`src/gpl_params.svh`:
```
`ifndef GPL_PARAMS_SVH
`define GPL_PARAMS_SVH

// Register byte offsets inside the block window
`define GPL_OFF_LED       12'h1BC
`define GPL_OFF_INTSE     12'h1E8
`define GPL_OFF_TOP_STS   12'h058
`define GPL_OFF_TOP_EN    12'h05C

// Field positions
`define GPL_STS_LSB       0
`define GPL_EN_LSB        16
`define GPL_SUM_BIT       12
`define GPL_TOP_EN_BIT    12
`define GPL_SEL_LSB       0
`define GPL_FUNC_LSB      8

// Reset values
`define GPL_STS_RST       12'h000
`define GPL_EN_RST        12'h000
`define GPL_SEL_RST       8'h00
`define GPL_FUNC_RST      2'h0

// Timing: least level width and the clock rate
`define GPL_CLK_MHZ       10
`define GPL_FILT_NS       40
`define GPL_FILT_CYC      (((`GPL_FILT_NS * `GPL_CLK_MHZ) + 999) / 1000)

`endif

```
`src/gpl_pkg.sv`:
```
`default_nettype none
package gpl_pkg;

   // Bus slave phase, Gray ordered
   typedef enum logic [0:0] {
      GPL_AHB_IDLE = 1'b0,
      GPL_AHB_DATA = 1'b1
   } gpl_ahb_st_t;

   // LED behaviour code
   typedef logic [1:0] gpl_led_fun_t;

endpackage
`default_nettype wire

```
`src/gpl_lvl_filt.sv`:
```
`default_nettype none
module gpl_lvl_filt #(
   parameter int CYC = 1
) (
   input  wire logic sys_clk,   // System clock
   input  wire logic rst_n,     // Synchronised reset, active low
   input  wire logic lvl_in,    // Raw source level
   output logic      lvl_out    // Qualified level
);
   localparam int CNT_W = $clog2(CYC + 1);

   logic [CNT_W-1:0] cnt_r;
   logic [CNT_W-1:0] cnt_nxt;
   logic             lvl_r;

   // Count consecutive active samples, saturating
   always_comb begin
      cnt_nxt = '0;
      if (lvl_in) begin
         cnt_nxt = (cnt_r >= CNT_W'(CYC)) ? cnt_r : cnt_r + CNT_W'(1);
      end
   end

   always_ff @(posedge sys_clk or negedge rst_n) begin
      if (!rst_n) begin
         cnt_r <= '0;
         lvl_r <= 1'b0;
      end else begin
         cnt_r <= cnt_nxt;
         lvl_r <= lvl_in && (cnt_nxt >= CNT_W'(CYC));
      end
   end

   assign lvl_out = lvl_r;
endmodule
`default_nettype wire

```
`src/gpl_ahb_if.sv`:
```
`default_nettype none
module gpl_ahb_if (
   input  wire logic        sys_clk,    // System clock
   input  wire logic        rst_n,      // Synchronised reset, active low
   input  wire logic        hsel,       // Slave select
   input  wire logic [31:0] haddr,      // Address
   input  wire logic [1:0]  htrans,     // Transfer type
   input  wire logic        hwrite,     // Write when high
   input  wire logic        hready,     // Bus ready
   input  wire logic [31:0] rdata,      // Read value from register file
   output logic             wr_stb,     // Write strobe in data phase
   output logic             rd_stb,     // Read strobe in data phase
   output logic [11:0]      acc_addr,   // Captured offset
   output logic             hreadyout,  // Slave ready
   output logic             hresp,      // Response, always OKAY
   output logic [31:0]      hrdata      // Read data
);
   import gpl_pkg::*;

   gpl_ahb_st_t st_r;
   logic [11:0] addr_r;
   logic        write_r;
   logic        rdy_r;
   logic [31:0] rdata_r;
   logic        accept;

   // Address phase taken only from an active transfer
   assign accept = hsel && htrans[1] && hready;

   // Phase tracking, one wait state per transfer
   always_ff @(posedge sys_clk or negedge rst_n) begin
      if (!rst_n) begin
         st_r    <= GPL_AHB_IDLE;
         addr_r  <= 12'h000;
         write_r <= 1'b0;
         rdy_r   <= 1'b1;
      end else if (accept) begin
         st_r    <= GPL_AHB_DATA;
         addr_r  <= haddr[11:0];
         write_r <= hwrite;
         rdy_r   <= 1'b0;
      end else if (st_r == GPL_AHB_DATA) begin
         st_r  <= GPL_AHB_IDLE;
         rdy_r <= 1'b1;
      end
   end

   // Read data registered at the end of the wait state
   always_ff @(posedge sys_clk or negedge rst_n) begin
      if (!rst_n) begin
         rdata_r <= 32'h0000_0000;
      end else if (rd_stb) begin
         rdata_r <= rdata;
      end
   end

   assign wr_stb    = (st_r == GPL_AHB_DATA) && write_r;
   assign rd_stb    = (st_r == GPL_AHB_DATA) && !write_r;
   assign acc_addr  = addr_r;
   assign hreadyout = rdy_r;
   assign hresp     = 1'b0;
   assign hrdata    = rdata_r;

endmodule
`default_nettype wire

```
`src/gpl_gpio_irq_led.sv`:
```
`default_nettype none
`include "gpl_params.svh"
module gpl_gpio_irq_led #(
   parameter int PINS     = 12,
   parameter int LED_PINS = 8,
   parameter int FILT_CYC = `GPL_FILT_CYC
) (
   input  wire logic                 sys_clk,            // System clock, 10 MHz
   input  wire logic                 rstn,               // Power-on reset, active low
   input  wire logic                 hsel,               // AHB select
   input  wire logic [31:0]          haddr,              // AHB address
   input  wire logic [1:0]           htrans,             // AHB transfer type
   input  wire logic                 hwrite,             // AHB write
   input  wire logic [2:0]           hsize,              // AHB size, words only
   input  wire logic [31:0]          hwdata,             // AHB write data
   input  wire logic                 hready,             // AHB ready
   output logic                      hreadyout,          // AHB slave ready
   output logic                      hresp,              // AHB response
   output logic [31:0]               hrdata,             // AHB read data
   input  wire logic [PINS-1:0]      pin_irq_src,        // Pin event levels
   input  wire logic                 external_reset_n,   // External reset pin
   input  wire gpl_pkg::gpl_led_fun_t led_function_strap, // LED function strap
   input  wire logic [LED_PINS-1:0]  led_select_strap,   // LED select strap
   input  wire logic                 eep_ld_valid,       // EEPROM loader write
   input  wire gpl_pkg::gpl_led_fun_t eep_ld_func,       // Loader LED function
   input  wire logic [LED_PINS-1:0]  eep_ld_sel,         // Loader LED select
   input  wire logic [LED_PINS-1:0]  gpio_dout,          // General purpose drive
   input  wire logic [LED_PINS-1:0]  led_drive,          // LED engine drive
   output logic [LED_PINS-1:0]       pin_out,            // Muxed pin drive
   output logic [LED_PINS-1:0]       pin_led_sel,        // Pin in LED mode
   output gpl_pkg::gpl_led_fun_t     led_func,           // LED function code
   output logic                      host_irq            // Host interrupt level
);
   import gpl_pkg::*;

   logic                rst_meta_r;
   logic                rst_n;
   logic [PINS-1:0]     filt;
   logic [PINS-1:0]     sts_r;
   logic [PINS-1:0]     sts_nxt;
   logic [PINS-1:0]     en_r;
   logic                top_en_r;
   logic                sum_r;
   logic                irq_r;
   logic [LED_PINS-1:0] led_sel_r;
   gpl_led_fun_t        led_func_r;
   logic [LED_PINS-1:0] pin_out_r;
   logic                strap_pend_r;
   logic                strap_ld;
   logic                wr_stb;
   logic                rd_stb;
   logic [11:0]         acc_addr;
   logic [31:0]         rdata;
   logic                wr_intse;
   logic                wr_led;
   logic                wr_top_en;
   logic                any_en;

   // Reset release through two flip-flops
   always_ff @(posedge sys_clk or negedge rstn) begin
      if (!rstn) begin
         rst_meta_r <= 1'b0;
         rst_n      <= 1'b0;
      end else begin
         rst_meta_r <= 1'b1;
         rst_n      <= rst_meta_r;
      end
   end

   // Bus slave front end
   gpl_ahb_if u_ahb (
      .sys_clk   (sys_clk),
      .rst_n     (rst_n),
      .hsel      (hsel),
      .haddr     (haddr),
      .htrans    (htrans),
      .hwrite    (hwrite),
      .hready    (hready),
      .rdata     (rdata),
      .wr_stb    (wr_stb),
      .rd_stb    (rd_stb),
      .acc_addr  (acc_addr),
      .hreadyout (hreadyout),
      .hresp     (hresp),
      .hrdata    (hrdata)
   );

   // Per-pin level qualification
   for (genvar i = 0; i < PINS; i++) begin : g_filt
      gpl_lvl_filt #(
         .CYC (FILT_CYC)
      ) u_filt (
         .sys_clk (sys_clk),
         .rst_n   (rst_n),
         .lvl_in  (pin_irq_src[i]),
         .lvl_out (filt[i])
      );
   end

   always_comb begin
      wr_intse  = 1'b0;
      wr_led    = 1'b0;
      wr_top_en = 1'b0;
      if (!wr_stb) begin
         wr_intse = 1'b0;
      end else if (acc_addr == `GPL_OFF_INTSE) begin
         wr_intse = 1'b1;
      end else if (acc_addr == `GPL_OFF_LED) begin
         wr_led = 1'b1;
      end else if (acc_addr == `GPL_OFF_TOP_EN) begin
         wr_top_en = 1'b1;
      end
   end

   // read mux, reserved and unmapped read as zero
   always_comb begin
      rdata = 32'h0000_0000;
      if (acc_addr == `GPL_OFF_INTSE) begin
         rdata[`GPL_STS_LSB +: PINS] = sts_r;
         rdata[`GPL_EN_LSB +: PINS]  = en_r;
      end else if (acc_addr == `GPL_OFF_LED) begin
         rdata[`GPL_SEL_LSB +: LED_PINS] = led_sel_r;
         rdata[`GPL_FUNC_LSB +: 2]       = led_func_r;
      end else if (acc_addr == `GPL_OFF_TOP_STS) begin
         rdata[`GPL_SUM_BIT] = sum_r;
      end else if (acc_addr == `GPL_OFF_TOP_EN) begin
         rdata[`GPL_TOP_EN_BIT] = top_en_r;
      end
   end

   // write one clears, a new event in the same cycle wins
   always_comb begin
      sts_nxt = sts_r;
      if (wr_intse) begin
         sts_nxt = sts_r & ~hwdata[`GPL_STS_LSB +: PINS];
      end
      sts_nxt = sts_nxt | filt;
   end

   // Sticky pin status
   always_ff @(posedge sys_clk or negedge rst_n) begin
      if (!rst_n) begin
         sts_r <= `GPL_STS_RST;
      end else begin
         sts_r <= sts_nxt;
      end
   end

   always_ff @(posedge sys_clk or negedge rst_n) begin
      if (!rst_n) begin
         en_r <= `GPL_EN_RST;
      end else if (wr_intse) begin
         en_r <= hwdata[`GPL_EN_LSB +: PINS];
      end
   end

   // Top-level general purpose interrupt enable
   always_ff @(posedge sys_clk or negedge rst_n) begin
      if (!rst_n) begin
         top_en_r <= 1'b0;
      end else if (wr_top_en) begin
         top_en_r <= hwdata[`GPL_TOP_EN_BIT];
      end
   end

   assign any_en = |(sts_r & en_r);

   always_ff @(posedge sys_clk or negedge rst_n) begin
      if (!rst_n) begin
         sum_r <= 1'b0;
      end else begin
         sum_r <= any_en;
      end
   end

   // host interrupt gated by top-level enable
   always_ff @(posedge sys_clk or negedge rst_n) begin
      if (!rst_n) begin
         irq_r <= 1'b0;
      end else begin
         irq_r <= any_en && top_en_r;
      end
   end

   // straps pending from reset until the external reset is high
   always_ff @(posedge sys_clk or negedge rst_n) begin
      if (!rst_n) begin
         strap_pend_r <= 1'b1;
      end else if (!external_reset_n) begin
         strap_pend_r <= 1'b1;
      end else begin
         strap_pend_r <= 1'b0;
      end
   end

   assign strap_ld = strap_pend_r && external_reset_n;

   always_ff @(posedge sys_clk or negedge rst_n) begin
      if (!rst_n) begin
         led_sel_r  <= `GPL_SEL_RST;
         led_func_r <= `GPL_FUNC_RST;
      end else if (strap_ld) begin
         led_sel_r  <= led_select_strap;
         led_func_r <= led_function_strap;
      end else if (eep_ld_valid) begin
         led_sel_r  <= eep_ld_sel;
         led_func_r <= eep_ld_func;
      end else if (wr_led) begin
         led_sel_r  <= hwdata[`GPL_SEL_LSB +: LED_PINS];
         led_func_r <= gpl_led_fun_t'(hwdata[`GPL_FUNC_LSB +: 2]);
      end
   end

   // LED function reaches only selected pins
   always_ff @(posedge sys_clk or negedge rst_n) begin
      if (!rst_n) begin
         pin_out_r <= '0;
      end else begin
         pin_out_r <= (led_sel_r & led_drive) | (~led_sel_r & gpio_dout);
      end
   end

   assign pin_out     = pin_out_r;
   assign pin_led_sel = led_sel_r;
   assign led_func    = led_func_r;
   assign host_irq    = irq_r;
endmodule
`default_nettype wire

```
`config.mk`:
```
export PLATFORM = sky130hd
export DESIGN_NAME = gpl_gpio_irq_led
export DESIGN_NICKNAME = d
export VERILOG_FILES = /design/src/gpl_pkg.sv /design/src/gpl_lvl_filt.sv /design/src/gpl_ahb_if.sv /design/src/gpl_gpio_irq_led.sv
export VERILOG_INCLUDE_DIRS = /design/src
export SDC_FILE = /design/constraint.sdc
export NUM_CORES = 1
export LEC_CHECK = 0
export ABC_CLOCK_PERIOD_IN_PS = 2750
export BUFFER_PORTS_ARGS = -buffer_cell sky130_fd_sc_hd__buf_2
export CAP_MARGIN = 30
export CORE_ASPECT_RATIO = 1.5
export CORE_MARGIN = 2
export CORE_UTILIZATION = 43
export DETAILED_ROUTE_END_ITERATION = 7
export PLACE_DENSITY = 0.79
export REMOVE_ABC_BUFFERS = 1
export SKIP_CTS_REPAIR_TIMING = 1
export SKIP_LAST_GASP = 1
export SLEW_MARGIN = 10
export SYNTH_ARGS = -nofsm -noshare
export SYNTH_HDL_FRONTEND = slang
export SYNTH_SLANG_ARGS = --single-unit
```
`constraint.sdc`:
```
create_clock -name sys_clk -period 2.75 [get_ports sys_clk]
set_input_delay 0.275 -clock sys_clk [delete_from_list [all_inputs] [get_ports sys_clk]]
set_output_delay 0.275 -clock sys_clk [all_outputs]
set_load 0.02 [all_outputs]
```
==> results.py <==
metrics = {
    "synth": {
        "synthesis.instances": 296,
        "ys_seq_area_share_pct": 61.4,
        "synth_area_um2": 4080,
        "yosys_warnings": 0,
        "synth_cell_types": 37,
        "synth-seq-cells": 100,
        "synth.avg_cell_area_um2": 13.8,
    },
    "timing": {
        "timing.final.crit_share_pct": 77.8,
        "finClkSkew_ps": 7.57,
        "setup_viol": 0,
        "final_hold_viol_count": 0,
        "rsz0062_at_grt": "no",
        "tns_ps": 0,
        "fin_hold_ws_ps": 39.3,
        "tightest_slew_ps": 689,
        "fmax_mhz": 467,
        "period_needed_ps": 2140,
        "max_slew_margin_pct": 54.1,
        "drv_slew": 0,
    },
    "detailed_routing": {
        "ant_nets": 0,
        "drt_first_pass_iters": 5,
        "via_count": 2875,
        "drt-initial-drc-count": 126,
        "vias_per_cell": 5.15,
        "drc": 0,
        "wl_per_cell_um": 16.7,
        "routed_wl_mm": 9.29,
    },
    "power_and_ir_drop": {
        "power_density_nw_per_um2": 610,
        "ir_drop_uv": 396,
        "power_mw": 3.15,
        "p_leak_nw": 2.63,
    },
    "worst_setup_path": {
        "cpPeakStageDelay_ps": 520,
        "critPathBufInv": 1,
        "path_class": "register to register",
        "cp_max_fo": 10,
        "slowest_stage": "or3b_1",
        "path_delay_family": "simple AND/OR/NAND/NOR gates",
        "start_kind": "register",
        "end_kind": "register",
        "required_ps": 2970,
        "worstPathArrival_ps": 2360,
        "path_cells": "or3b_1 > or2_1 > o31ai_4 > buf_4 > mux2_2",
    },
    "floorplan": {
        "die_y_um": 123,
        "dieArea_um2": 10300,
        "initial_core_util_pct": 44.1,
        "core_area_um2": 9250,
        "ios": 177,
        "rows": 43,
        "die_w_um": 83.5,
    },
    "placement": {
        "dp_hpwl_mm": 6.95,
        "gp_congestion": 0.844,
        "io_buffer_count": 137,
        "placed_area_um2": 4890,
    },
    "hold_path": {
        "min_path_type": "input pin to register",
    },
    "clock_tree": {
        "clk_path_buf_depth": 2,
        "htree_levels": 3,
        "cts-root-buf": "clkbuf_16",
        "cts_tree": "built",
        "numCtsBuffers": 9,
        "path_clk_slew_ps": 60,
        "clock_latency_ps": 340,
        "cts_sinks": 100,
    },
    "grt": {
        "grt_max_degree": 53,
        "grtUsageTotal_pct": 18.5,
        "grt-ovfl-total": 0,
        "grt_antenna_before_repair": 1,
        "grt_pass1_vias": 2881,
        "grt_pass1_wl_mm": 14.4,
    },
    "cells_and_area": {
        "area_growth_pct": 26.9,
        "final_cell_mix": "buf_2, dfrtp_1, mux2_2",
        "final_area_um2": 5170,
        "drive_gt1_share_pct": 49.9,
        "final_nets": 564,
        "layout_commonest_cell": "buf_2",
        "fin_util_pct": 55.9,
    },
    "flow_run": {
        "cap_violations": 0,
    },
    "status": {
        "status": "complete, no violations",
    },
}
-- area by class of cell --
class                           count  area, um^2
Sequential cell                   100        2510
Timing Repair Buffer              147         776
Tap cell                          112         140
Inverter                            3        11.3
Antenna cell                        1        2.50
Clock buffer                       14         264
Multi-Input combinational cell    179        1460
Fill cell                         820        4080
Clock inverter                      2        10.0
-- flip-flops by register name, indices dropped and copies added (netlist names), 2 cells and up --
signal               cells
g_filt.u_filt.cnt_r     12
led_func                 2
sts_r                   12
u_ahb.hrdata            25
en_r                    12
u_ahb.acc_addr          12
pin_out                  8
pin_led_sel              8
-- worst paths after layout --
check / depth (start not counted) / endpoint / from / slack, ps
setup / recovery: 5 / pin_led_sel[3]$_DFFE_PN0P_ / u_ahb.acc_addr[1]$_DFFE_PN0P_ / 610
hold / removal: 1 / g_filt[9].u_filt.cnt_r$_DFF_PN0_ / pin_irq_src[9] / 40
setup reg to reg: 5 / pin_led_sel[3]$_DFFE_PN0P_ / u_ahb.acc_addr[1]$_DFFE_PN0P_ / 610
hold reg to reg: 0 / rst_n$_DFF_PN0_ / rst_meta_r$_DFF_PN0_ / 360
max in group asynchronous: 1 / u_ahb.hreadyout$_DFFE_PN1P_ / rst_n$_DFF_PN0_ / 1630
min in group asynchronous: 2 / rst_n$_DFF_PN0_ / rstn / 250
-- power by group --
group,internal (mW),switching (mW),leakage [nW]
Clock,0.661,0.507,0.137
Sequential,1.56,0.0745,1.23
Combinational,0.172,0.179,1.27
Total,2.39,0.761,2.63
-- through the flow --
step,setup slack [ps],instances
6_report,610,558
5_1_grt,517,558
4_1_cts,594,556
3_5_place_dp,597,540
3_3_place_gp,644,540
2_1_floorplan,-238,282
-- synth_stat cells, drive strengths merged --
cell type | n | area [um^2]
a21o | 22 | 165
a221oi | 1 | 8.76
a22o | 16 | 153
a22oi | 3 | 22.5
a32o | 10 | 100
a41oi | 1 | 8.76
and2 | 1 | 6.26
and3 | 2 | 12.5
and3b | 1 | 8.76
buf | 13 | 96.3
clkbuf | 8 | 30.0
conb | 2 | 7.51
dfrtp | 98 | 2450
dfstp | 2 | 52.6
inv | 3 | 11.3
mux2 | 44 | 495
mux2i | 11 | 110
nand2 | 25 | 93.8
nand2b | 1 | 6.26
nand3 | 3 | 15.0
nand4 | 1 | 6.26
nand4bb | 1 | 11.3
nor2 | 5 | 18.8
nor2b | 1 | 6.26
nor3 | 3 | 15.0
nor4 | 2 | 42.5
o21ai | 10 | 50.1
o31ai | 1 | 21.3
or2 | 1 | 6.26
or3 | 1 | 11.3
or3b | 1 | 8.76
or4b | 2 | 23.8
-- kinds of logic (layout without fill, tap and decap cells) --
group / count (synthesis) / after routing / synth area share, %
buf+inv: 24 / 166 / 3.38
simple gates: 51 / 51 / 7.18
compound gates: 64 / 64 / 13.0
flops: 100 / 100 / 61.4
mux: 55 / 55 / 14.9
other cells: 2 / 10 / 0.184
-- metal layers --
metal	vias up	track usage, %	wire length, um
li1	1349	-	-
met1	1417	21.4	3660
met2	94	32.6	5000
met3	15	5.07	404
met4	0	7.86	227
met5	-	0	0
Power figures use the tool's default switching activity.
